$ cat src/rtl/swm_regs.svh
// Purpose: Timing constants for the single-wire bus master.
// Assumes: SYS_CLK at 100 MHz.
// Notes: Times are in ns; cycle counts derive from them.
`ifndef SWM_REGS_SVH
`define SWM_REGS_SVH
`define SWM_CLK_NS 10
`define SWM_RST_LOW_STD_NS 500000
`define SWM_RST_LOW_OD_NS 60000
`define SWM_PDH_MAX_STD_NS 60000
`define SWM_PDH_MAX_OD_NS 6000
`define SWM_PDL_MIN_STD_NS 60000
`define SWM_PDL_MIN_OD_NS 8000
`define SWM_PDH_MIN_STD_NS 15000
`define SWM_PDH_MIN_OD_NS 2000
`define SWM_W0L_STD_NS 65000
`define SWM_W0L_OD_NS 7000
`define SWM_W1L_STD_NS 6000
`define SWM_W1L_OD_NS 1000
`define SWM_RDSMP_STD_NS 13000
`define SWM_RDSMP_OD_NS 1500
`define SWM_SLOT_STD_NS 70000
`define SWM_SLOT_OD_NS 10000
`define SWM_REC_OD_RST_NS 5000
`define SWM_PROG_NS 12500000
`define SWM_CYC(ns) (((ns) + `SWM_CLK_NS - 1) / `SWM_CLK_NS)
`define SWM_CMD_OD_SKIP 8'h3C
`define SWM_CMD_OD_MATCH 8'h69
`endif

$ cat src/rtl/swm_pkg.sv
// Purpose: Types for the single-wire bus master.
// Assumes: Nothing.
// Notes: Constants live in swm_regs.svh.
package swm_pkg;
  typedef enum logic [2:0] {
    SWM_IDLE = 3'b000,
    SWM_RST_LOW = 3'b001,
    SWM_PRES = 3'b010,
    SWM_SLOT = 3'b011,
    SWM_PROG = 3'b100
  } swm_state_t;
  typedef enum logic [1:0] {
    SWM_OP_RESET = 2'b00,
    SWM_OP_BYTE = 2'b01,
    SWM_OP_PROG = 2'b10
  } swm_op_t;
endpackage

$ cat src/rtl/swm_if.sv
// Purpose: Slot timer request and done between master and timer.
// Assumes: One clock.
// Notes: Load is a pulse; expired stands until the next load.
`timescale 1ns/1ns
interface swm_tmr_if;
  logic load;
  logic [20:0] count;
  logic expired;
  modport ctl (output load, output count, input expired);
  modport tmr (input load, input count, output expired);
endinterface

$ cat src/rtl/swm_timer.sv
// Purpose: Down counter for slot, reset and wait intervals.
// Assumes: Count of zero expires after one cycle.
// Notes: Shared by all phases so only one interval runs at a time.
`timescale 1ns/1ns
module swm_timer (
  // Clock and reset
  input wire logic SYS_CLK,
  input wire logic RST_N,
  // Timer port
  swm_tmr_if.tmr t
);
  logic [20:0] cnt_q;
  always_ff @(posedge SYS_CLK) begin
    if (!RST_N) begin
      cnt_q <= 21'h000000;
    end else if (t.load) begin
      cnt_q <= t.count;
    end else if (cnt_q != 21'h000000) begin
      cnt_q <= cnt_q - 21'h000001;
    end
  end
  // Expiry must not look at load: the controller raises load because of expiry.
  assign t.expired = (cnt_q == 21'h000000);
endmodule // swm_timer

$ cat src/rtl/swm_master.sv
// Purpose: Bus master for a single-conductor open-drain serial link.
// Assumes: BUS_IN is synchronous to SYS_CLK.
// Notes: Speed is tracked from command bytes the master itself sends.
`timescale 1ns/1ns
`include "swm_regs.svh"
module swm_master
  import swm_pkg::*;
(
  // Clock and reset
  input wire logic SYS_CLK,
  input wire logic RST_N,
  // Command port
  input wire logic CMD_VALID,
  output logic CMD_READY,
  input wire logic [1:0] CMD_OP,
  input wire logic [7:0] CMD_DATA,
  input wire logic CMD_SELECT,
  // Answer port
  output logic RSP_VALID,
  output logic [7:0] RSP_DATA,
  output logic RSP_PRESENT,
  output logic RSP_ERROR,
  output logic OVERDRIVE,
  // Bus pin
  input wire logic BUS_IN,
  output logic BUS_OUT,
  output logic BUS_OE
);
  localparam logic [20:0] C_RST_STD = 21'(`SWM_CYC(`SWM_RST_LOW_STD_NS));
  localparam logic [20:0] C_RST_OD = 21'(`SWM_CYC(`SWM_RST_LOW_OD_NS));
  localparam logic [20:0] C_PSMP_STD = 21'(`SWM_CYC(`SWM_PDH_MAX_STD_NS));
  localparam logic [20:0] C_PSMP_OD = 21'(`SWM_CYC(`SWM_PDH_MAX_OD_NS));
  localparam logic [20:0] C_PEND_STD = 21'(`SWM_CYC(`SWM_PDL_MIN_STD_NS * 4));
  localparam logic [20:0] C_PEND_OD = 21'(`SWM_CYC(`SWM_PDL_MIN_OD_NS * 3));
  localparam logic [20:0] C_W0_STD = 21'(`SWM_CYC(`SWM_W0L_STD_NS));
  localparam logic [20:0] C_W0_OD = 21'(`SWM_CYC(`SWM_W0L_OD_NS));
  localparam logic [20:0] C_W1_STD = 21'(`SWM_CYC(`SWM_W1L_STD_NS));
  localparam logic [20:0] C_W1_OD = 21'(`SWM_CYC(`SWM_W1L_OD_NS));
  localparam logic [20:0] C_RS_STD = 21'(`SWM_CYC(`SWM_RDSMP_STD_NS));
  localparam logic [20:0] C_RS_OD = 21'(`SWM_CYC(`SWM_RDSMP_OD_NS));
  localparam logic [20:0] C_RD_STD = C_RS_STD - C_W1_STD - 21'h000002;
  localparam logic [20:0] C_RD_OD = C_RS_OD - C_W1_OD - 21'h000002;
  localparam logic [20:0] C_SL_STD = 21'(`SWM_CYC(`SWM_SLOT_STD_NS));
  localparam logic [20:0] C_SL_OD = 21'(`SWM_CYC(`SWM_SLOT_OD_NS));
  localparam logic [20:0] C_PROG = 21'(`SWM_CYC(`SWM_PROG_NS));

  function automatic logic [20:0] pick(input logic od, input logic [20:0] s,
                                       input logic [20:0] o);
    pick = od ? o : s;
  endfunction

  swm_tmr_if tif ();
  swm_timer u_timer (.SYS_CLK(SYS_CLK), .RST_N(RST_N), .t(tif));

  swm_state_t state_q;
  logic od_q;
  logic sel_q;
  logic sel_pend_q;
  logic [7:0] sh_q;
  logic [2:0] bit_q;
  logic [1:0] ph_q;
  logic drive_q;
  logic pres_q;
  logic go;
  logic byte_done;
  logic od_pend_q;

  assign CMD_READY = (state_q == SWM_IDLE);
  assign go = CMD_VALID && CMD_READY;
  assign BUS_OUT = 1'b0;
  assign BUS_OE = drive_q;
  assign OVERDRIVE = od_q;
  assign byte_done = (state_q == SWM_SLOT) && tif.expired && (ph_q == 2'h1) && (bit_q == 3'h7);

  // The timer loads on entry to each phase; phases are two per slot.
  always_comb begin
    tif.load = 1'b0;
    tif.count = 21'h000000;
    if (go) begin
      tif.load = 1'b1;
      case (CMD_OP)
        SWM_OP_RESET: tif.count = pick(od_q && !CMD_DATA[0], C_RST_STD, C_RST_OD);
        SWM_OP_PROG: tif.count = C_PROG;
        default: tif.count = pick(od_q, C_W1_STD, C_W1_OD);
      endcase
      if (CMD_OP == SWM_OP_BYTE && !CMD_DATA[0]) begin
        tif.count = pick(od_q, C_W0_STD, C_W0_OD);
      end
    end else if (tif.expired) begin
      case (state_q)
        SWM_RST_LOW: begin
          tif.load = 1'b1;
          tif.count = pick(od_q, C_PSMP_STD, C_PSMP_OD);
        end
        SWM_PRES: begin
          if (ph_q == 2'd0) begin
            tif.load = 1'b1;
            tif.count = pick(od_q, C_PEND_STD, C_PEND_OD);
          end
        end
        SWM_SLOT: begin
          tif.load = 1'b1;
          if (ph_q == 2'd0) begin
            tif.count = pick(od_q, C_SL_STD, C_SL_OD) - (sh_q[0] ?
              pick(od_q, C_W1_STD, C_W1_OD) : pick(od_q, C_W0_STD, C_W0_OD));
          end else if (bit_q != 3'd7) begin
            tif.count = sh_q[1] ? pick(od_q, C_W1_STD, C_W1_OD) :
              pick(od_q, C_W0_STD, C_W0_OD);
          end else begin
            tif.load = 1'b0;
          end
        end
        default: tif.load = 1'b0;
      endcase
    end
  end

  // The read sample falls after the write-one release, so it is timed in the second phase.
  logic [20:0] age_q;
  always_ff @(posedge SYS_CLK) begin
    if (!RST_N) begin
      age_q <= 21'h000000;
    end else if (tif.load) begin
      age_q <= 21'h000000;
    end else begin
      age_q <= age_q + 21'h000001;
    end
  end

  always_ff @(posedge SYS_CLK) begin
    if (!RST_N) begin
      state_q <= SWM_IDLE;
      ph_q <= 2'd0;
      bit_q <= 3'd0;
      sh_q <= 8'h00;
      drive_q <= 1'b0;
      pres_q <= 1'b0;
      RSP_VALID <= 1'b0;
      RSP_DATA <= 8'h00;
      RSP_PRESENT <= 1'b0;
      RSP_ERROR <= 1'b0;
    end else begin
      RSP_VALID <= 1'b0;
      case (state_q)
        SWM_IDLE: begin
          if (go) begin
            RSP_ERROR <= 1'b0;
            ph_q <= 2'd0;
            bit_q <= 3'd0;
            sh_q <= CMD_DATA;
            case (CMD_OP)
              SWM_OP_RESET: begin
                state_q <= SWM_RST_LOW;
                drive_q <= 1'b1;
              end
              SWM_OP_PROG: state_q <= SWM_PROG;
              SWM_OP_BYTE: begin
                if (!sel_q && !CMD_SELECT) begin
                  RSP_ERROR <= 1'b1;
                  RSP_VALID <= 1'b1;
                end else begin
                  state_q <= SWM_SLOT;
                  drive_q <= 1'b1;
                end
              end
              default: begin
                RSP_ERROR <= 1'b1;
                RSP_VALID <= 1'b1;
              end
            endcase
          end
        end
        SWM_RST_LOW: if (tif.expired) begin
          drive_q <= 1'b0;
          state_q <= SWM_PRES;
        end
        SWM_PRES: if (tif.expired) begin
          if (ph_q == 2'd0) begin
            pres_q <= !BUS_IN;
            ph_q <= 2'd1;
          end else begin
            RSP_PRESENT <= pres_q;
            RSP_VALID <= 1'b1;
            state_q <= SWM_IDLE;
          end
        end
        SWM_SLOT: begin
          if (ph_q == 2'h1 && sh_q[0] && age_q == pick(od_q, C_RD_STD, C_RD_OD)) begin
            sh_q[0] <= BUS_IN;
          end
          if (tif.expired) begin
            if (ph_q == 2'd0) begin
              drive_q <= 1'b0;
              ph_q <= 2'd1;
            end else begin
              sh_q <= {sh_q[0], sh_q[7:1]};
              ph_q <= 2'd0;
              if (bit_q == 3'd7) begin
                RSP_DATA <= {sh_q[0], sh_q[7:1]};
                RSP_VALID <= 1'b1;
                state_q <= SWM_IDLE;
              end else begin
                bit_q <= bit_q + 3'd1;
                drive_q <= 1'b1;
              end
            end
          end
        end
        SWM_PROG: if (tif.expired) begin
          RSP_VALID <= 1'b1;
          state_q <= SWM_IDLE;
        end
        default: state_q <= SWM_IDLE;
      endcase
    end
  end

  // Overdrive is entered only after the whole overdrive selection byte went out at standard speed; a reset with CMD_DATA[0] set leaves it at once.
  always_ff @(posedge SYS_CLK) begin
    if (!RST_N) begin
      sel_q <= 1'b0;
      sel_pend_q <= 1'b0;
      od_pend_q <= 1'b0;
      od_q <= 1'b0;
    end else if (go && CMD_OP == SWM_OP_RESET) begin
      sel_q <= 1'b0;
      sel_pend_q <= 1'b0;
      od_pend_q <= 1'b0;
      if (od_q && CMD_DATA[0]) begin
        od_q <= 1'b0;
      end
    end else if (go && CMD_OP == SWM_OP_BYTE && CMD_SELECT) begin
      sel_pend_q <= 1'b1;
      od_pend_q <= !od_q && (CMD_DATA == `SWM_CMD_OD_SKIP || CMD_DATA == `SWM_CMD_OD_MATCH);
    end else if (byte_done && sel_pend_q) begin
      sel_q <= 1'b1;
      sel_pend_q <= 1'b0;
      od_pend_q <= 1'b0;
      if (od_pend_q) begin
        od_q <= 1'b1;
      end
    end
  end

  property p_no_mem_before_sel;
    @(posedge SYS_CLK) disable iff (!RST_N)
      (go && CMD_OP == SWM_OP_BYTE && !CMD_SELECT && !sel_q) |=> (RSP_ERROR && RSP_VALID);
  endproperty
  a_no_mem_before_sel: assert property (p_no_mem_before_sel) else $error("memory byte accepted");

  property p_reset_len;
    @(posedge SYS_CLK) disable iff (!RST_N)
      $rose(drive_q) && state_q == SWM_RST_LOW && !od_q |-> drive_q [*8];
  endproperty
  a_reset_len: assert property (p_reset_len) else $error("reset pulse too short");

  property p_od_switch;
    @(posedge SYS_CLK) disable iff (!RST_N)
      (byte_done && od_pend_q) |=> od_q;
  endproperty
  a_od_switch: assert property (p_od_switch) else $error("overdrive not entered");

  property p_od_steady;
    @(posedge SYS_CLK) disable iff (!RST_N)
      (state_q == SWM_SLOT) |-> $stable(od_q);
  endproperty
  a_od_steady: assert property (p_od_steady) else $error("speed changed inside a byte");

  property p_release_idle;
    @(posedge SYS_CLK) disable iff (!RST_N)
      (state_q == SWM_IDLE) |-> !drive_q;
  endproperty
  a_release_idle: assert property (p_release_idle) else $error("bus held while idle");

  property p_prog_busy;
    @(posedge SYS_CLK) disable iff (!RST_N)
      (go && CMD_OP == SWM_OP_PROG) |=> !CMD_READY [*8];
  endproperty
  a_prog_busy: assert property (p_prog_busy) else $error("traffic during programming");
endmodule // swm_master

$ cat config.mk
export PLATFORM = sky130hd
export DESIGN_NAME = swm_master
export DESIGN_NICKNAME = d
export VERILOG_FILES = /design/src/rtl/swm_pkg.sv /design/src/rtl/swm_if.sv /design/src/rtl/swm_timer.sv /design/src/rtl/swm_master.sv
export VERILOG_INCLUDE_DIRS = /design/src /design/src/rtl
export SDC_FILE = /design/constraint.sdc
export NUM_CORES = 1
export LEC_CHECK = 0
export BUFFER_PORTS_ARGS = -buffer_cell sky130_fd_sc_hd__buf_4
export CAP_MARGIN = 20
export CORE_AREA = 4 4 102 104
export CTS_BUF_LIST = sky130_fd_sc_hd__clkbuf_8 sky130_fd_sc_hd__clkbuf_16
export CTS_CLUSTER_SIZE = 20
export DETAILED_ROUTE_END_ITERATION = 10
export DIE_AREA = 0 0 106 108
export PLACE_DENSITY = 0.69
export SYNTH_ARGS = -nofsm -noshare
export SYNTH_HDL_FRONTEND = slang
export SYNTH_HIERARCHICAL = 1
export SYNTH_SLANG_ARGS = --single-unit
export TNS_END_PERCENT = 20
$ cat constraint.sdc
create_clock -name SYS_CLK -period 3.4 [get_ports SYS_CLK]
set_input_delay 0.17 -clock SYS_CLK [delete_from_list [all_inputs] [get_ports SYS_CLK]]
set_output_delay 0.17 -clock SYS_CLK [all_outputs]
set_load 0.1 [all_outputs]
==> results.sh <==
export IMPL_drcViolationCount=0
export IMPL_rows=36
export IMPL_ios=30
export IMPL_postPlaceCellArea_um2=4962
export IMPL_cts_hold_buf=0
export IMPL_cap_viol_max_count=0
export IMPL_endpoint_kind="register"
export IMPL_ys_seq_area_share_pct=31.92
export IMPL_cts_resized=0
export IMPL_synth_top_area_cell="dfxtp_1"
export IMPL_track_usage_pct=21.29
export IMPL_avgViaCountPerCell=5.789
export IMPL_ff_latch_area_um2=1481
export IMPL_grt_max_degree=26
export IMPL_worst_pin_slew_ps=797.0
export IMPL_cts_root_buffer_cell="clkbuf_8"
export IMPL_slew_headroom_pct=46.79
export IMPL_grt_pass1_wl_um=19730
export IMPL_clock_latency_ps=370
export IMPL_cp_start_kind="register"
export IMPL_h_tree_depth=3
export IMPL_rsz0062_at_grt="no"
export IMPL_wl_per_cell_um=15.76
export IMPL_area_growth_pct=10.60
export IMPL_fin_skew_ps=15.41
export IMPL_hold_path_class="in -> reg"
export IMPL_gp_congestion=0.9137
export IMPL_power_density_nw_per_um2=757.9
export IMPL_diodes=0
export IMPL_avgSynthCellArea_um2=7.906
export IMPL_antenna_found_initial=0
export IMPL_setup_tns_ps=0
export IMPL_cts_tree="done"
export IMPL_finalCriticalPeriod_ps=3036
export IMPL_synth_seq_cells=74
export IMPL_fin_area_um2=5132
export IMPL_finalWirelength_um=11710
export IMPL_clk_pin_slew_ps=80
export IMPL_synth_area_top_cells="dfxtp_1 (32%), ha_1 (5.7%), nand2_1 (4.6%)"
export IMPL_ctsLongestPathBuffers=2
export IMPL_setup_viol=0
export IMPL_leakagePower_nw=1.858
export IMPL_ys_flop_type="dfxtp_1"
export IMPL_critPathMaxFanout=18
export IMPL_cts_setup_buffers=0
export IMPL_synth_cells=587
export IMPL_numCtsBuffers=9
export IMPL_synth_cell_types=71
export IMPL_netlist_area_um2=4641
export IMPL_design_die_area_um2=11450
export IMPL_synth_most_common_cell="dfxtp_1"
export IMPL_async_flop_share_pct=0
export IMPL_cts_sinks=74
export IMPL_dpl_hpwl_um=8467
export IMPL_fmax_mhz=329.4
export IMPL_postRouteAntennaNets=0
export IMPL_path_class="reg -> reg"
export IMPL_drive_gt1_share_pct=12.13
export IMPL_total_power_mw=3.890
export IMPL_multiInputGateArea_um2=2913
export IMPL_core_area_um2=9549
export IMPL_synth_edf_count=0
export IMPL_outcome="complete, no violations"
export IMPL_grt_pass1_vias=4123
export IMPL_grt_overflow_total=0
export IMPL_dr_pass1_iters=4
export IMPL_synthTopCellsByCount="dfxtp_1 (74), nand2_1 (57), nor2_1 (55), o21ai_0 (40), a21oi_1 (29)"
export IMPL_start_util_pct=48.60
export IMPL_port_buffers=28
export IMPL_die_x_um=106
export IMPL_dr_total_vias=4301
export IMPL_period_share_pct=89.29
export IMPL_finalMaxSlewViolations=0
export IMPL_die_h_um=108
export IMPL_fillers=940
export IMPL_hold_viol=0
export IMPL_yosys_area_top_type_share_pct=31.92
export IMPL_ys_warn_count=6
export IMPL_fin_nets=641
export IMPL_peakVddDrop_mv=0.4645
export IMPL_critPathArrivalTime_ps=3320
export IMPL_drt_initial_drc_count=373
export IMPL_cp_required_ps=3690
power breakdown:
group	switching [mW]	internal (mW)	leakage [nW]
Clock	0.340	0.263	0.0868
Combinational	1.21	0.792	1.17
Sequential	0.250	1.04	0.602
area by class of cell:
class	instances	share of cell area [%]
Multi-Input combinational cell	456	56.75
Clock inverter	7	0.9020
Inverter	21	1.536
Tap cell	133	3.242
Sequential cell	74	28.86
Clock buffer	9	2.413
Timing Repair Buffer	43	6.290
metal layers:
metal / part of all wire, % / global-route usage (%)
met2: 47 / 35.38
met4: 2.3 / 9.713
met5: 0 / 0
met3: 4.7 / 3.045
met1: 46 / 27.53
final timing paths:
path	endpoint	cells past startpoint	slack, ps	from
worst max-delay path	u_timer/cnt_q[14]	10	360	u_timer/cnt_q[5]
worst min-delay path	pres_q	2	40	BUS_IN
worst max register to register	u_timer/cnt_q[14]	10	360	u_timer/cnt_q[5]
worst min register to register	RSP_ERROR	2	460	RSP_ERROR
registers in the layout, summed over array words and instances (netlist names):
| register | flops |
|---|---|
| RSP_PRESENT | 1 |
| sel_pend_q | 1 |
| bit_q | 3 |
| OVERDRIVE | 1 |
| RSP_DATA | 8 |
| u_timer/cnt_q | 21 |
| RSP_VALID | 1 |
| ph_q | 1 |
| sel_q | 1 |
| state_q | 3 |
| RSP_ERROR | 1 |
| od_pend_q | 1 |
| BUS_OE | 1 |
| sh_q | 8 |
| age_q | 21 |
| pres_q | 1 |
cell usage in the layout, fill, tap and decap left out, types with 10 or more instances in the layout:
cell,Yosys,routed
dfxtp_1,74,74
nand2_1,57,57
nor2_1,55,55
buf_4,1,43
o21ai_0,40,40
a21oi_1,29,29
nand3_1,26,26
inv_1,21,22
xnor2_1,21,21
ha_1,21,21
nor3_1,18,18
mux2i_1,13,13
nand4_1,12,12
nor4_1,12,12
nand2b_1,10,10
xor2_1,10,10
cell families (layout without fill, tap and decap cells):
family	Yosys count	in the layout	share of synthesized area, %
AO/OA/AOI/OAI	129	129	17.71
XOR/XNOR	31	31	5.851
adder cells (fa/ha/maj)	21	21	5.662
buffers and inverters	59	80	5.473
flip-flops	74	74	31.92
multiplexers	13	13	2.804
other	1	3	0.08081
AND/OR/NAND/NOR	259	259	30.49
per-stage QoR:
step | setup slack [ps] | hold WS (ps) | util (%) | instances
after floorplan | 117.3 | 286.2 | - | 589
after global placement | 475.4 | 404.7 | 51.97 | 727
after detailed placement | 431.2 | 410.8 | 51.97 | 727
after CTS | 415.4 | 27.84 | 53.75 | 743
after global routing | 84.86 | 45.35 | 53.75 | 743
final | 364.2 | 43.09 | 53.75 | 743
critical path, stage by stage, from the launching register on:
cell,delay (ps)
dfxtp_1,350
or4_1,590
or3_1,500
nor2_2,130
buf_4,240
nand2b_1,120
nor2_1,200
nand4b_1,290
o221ai_1,370
nand2_1,100
o21ai_0,80
(Power assumes the default switching activity.)
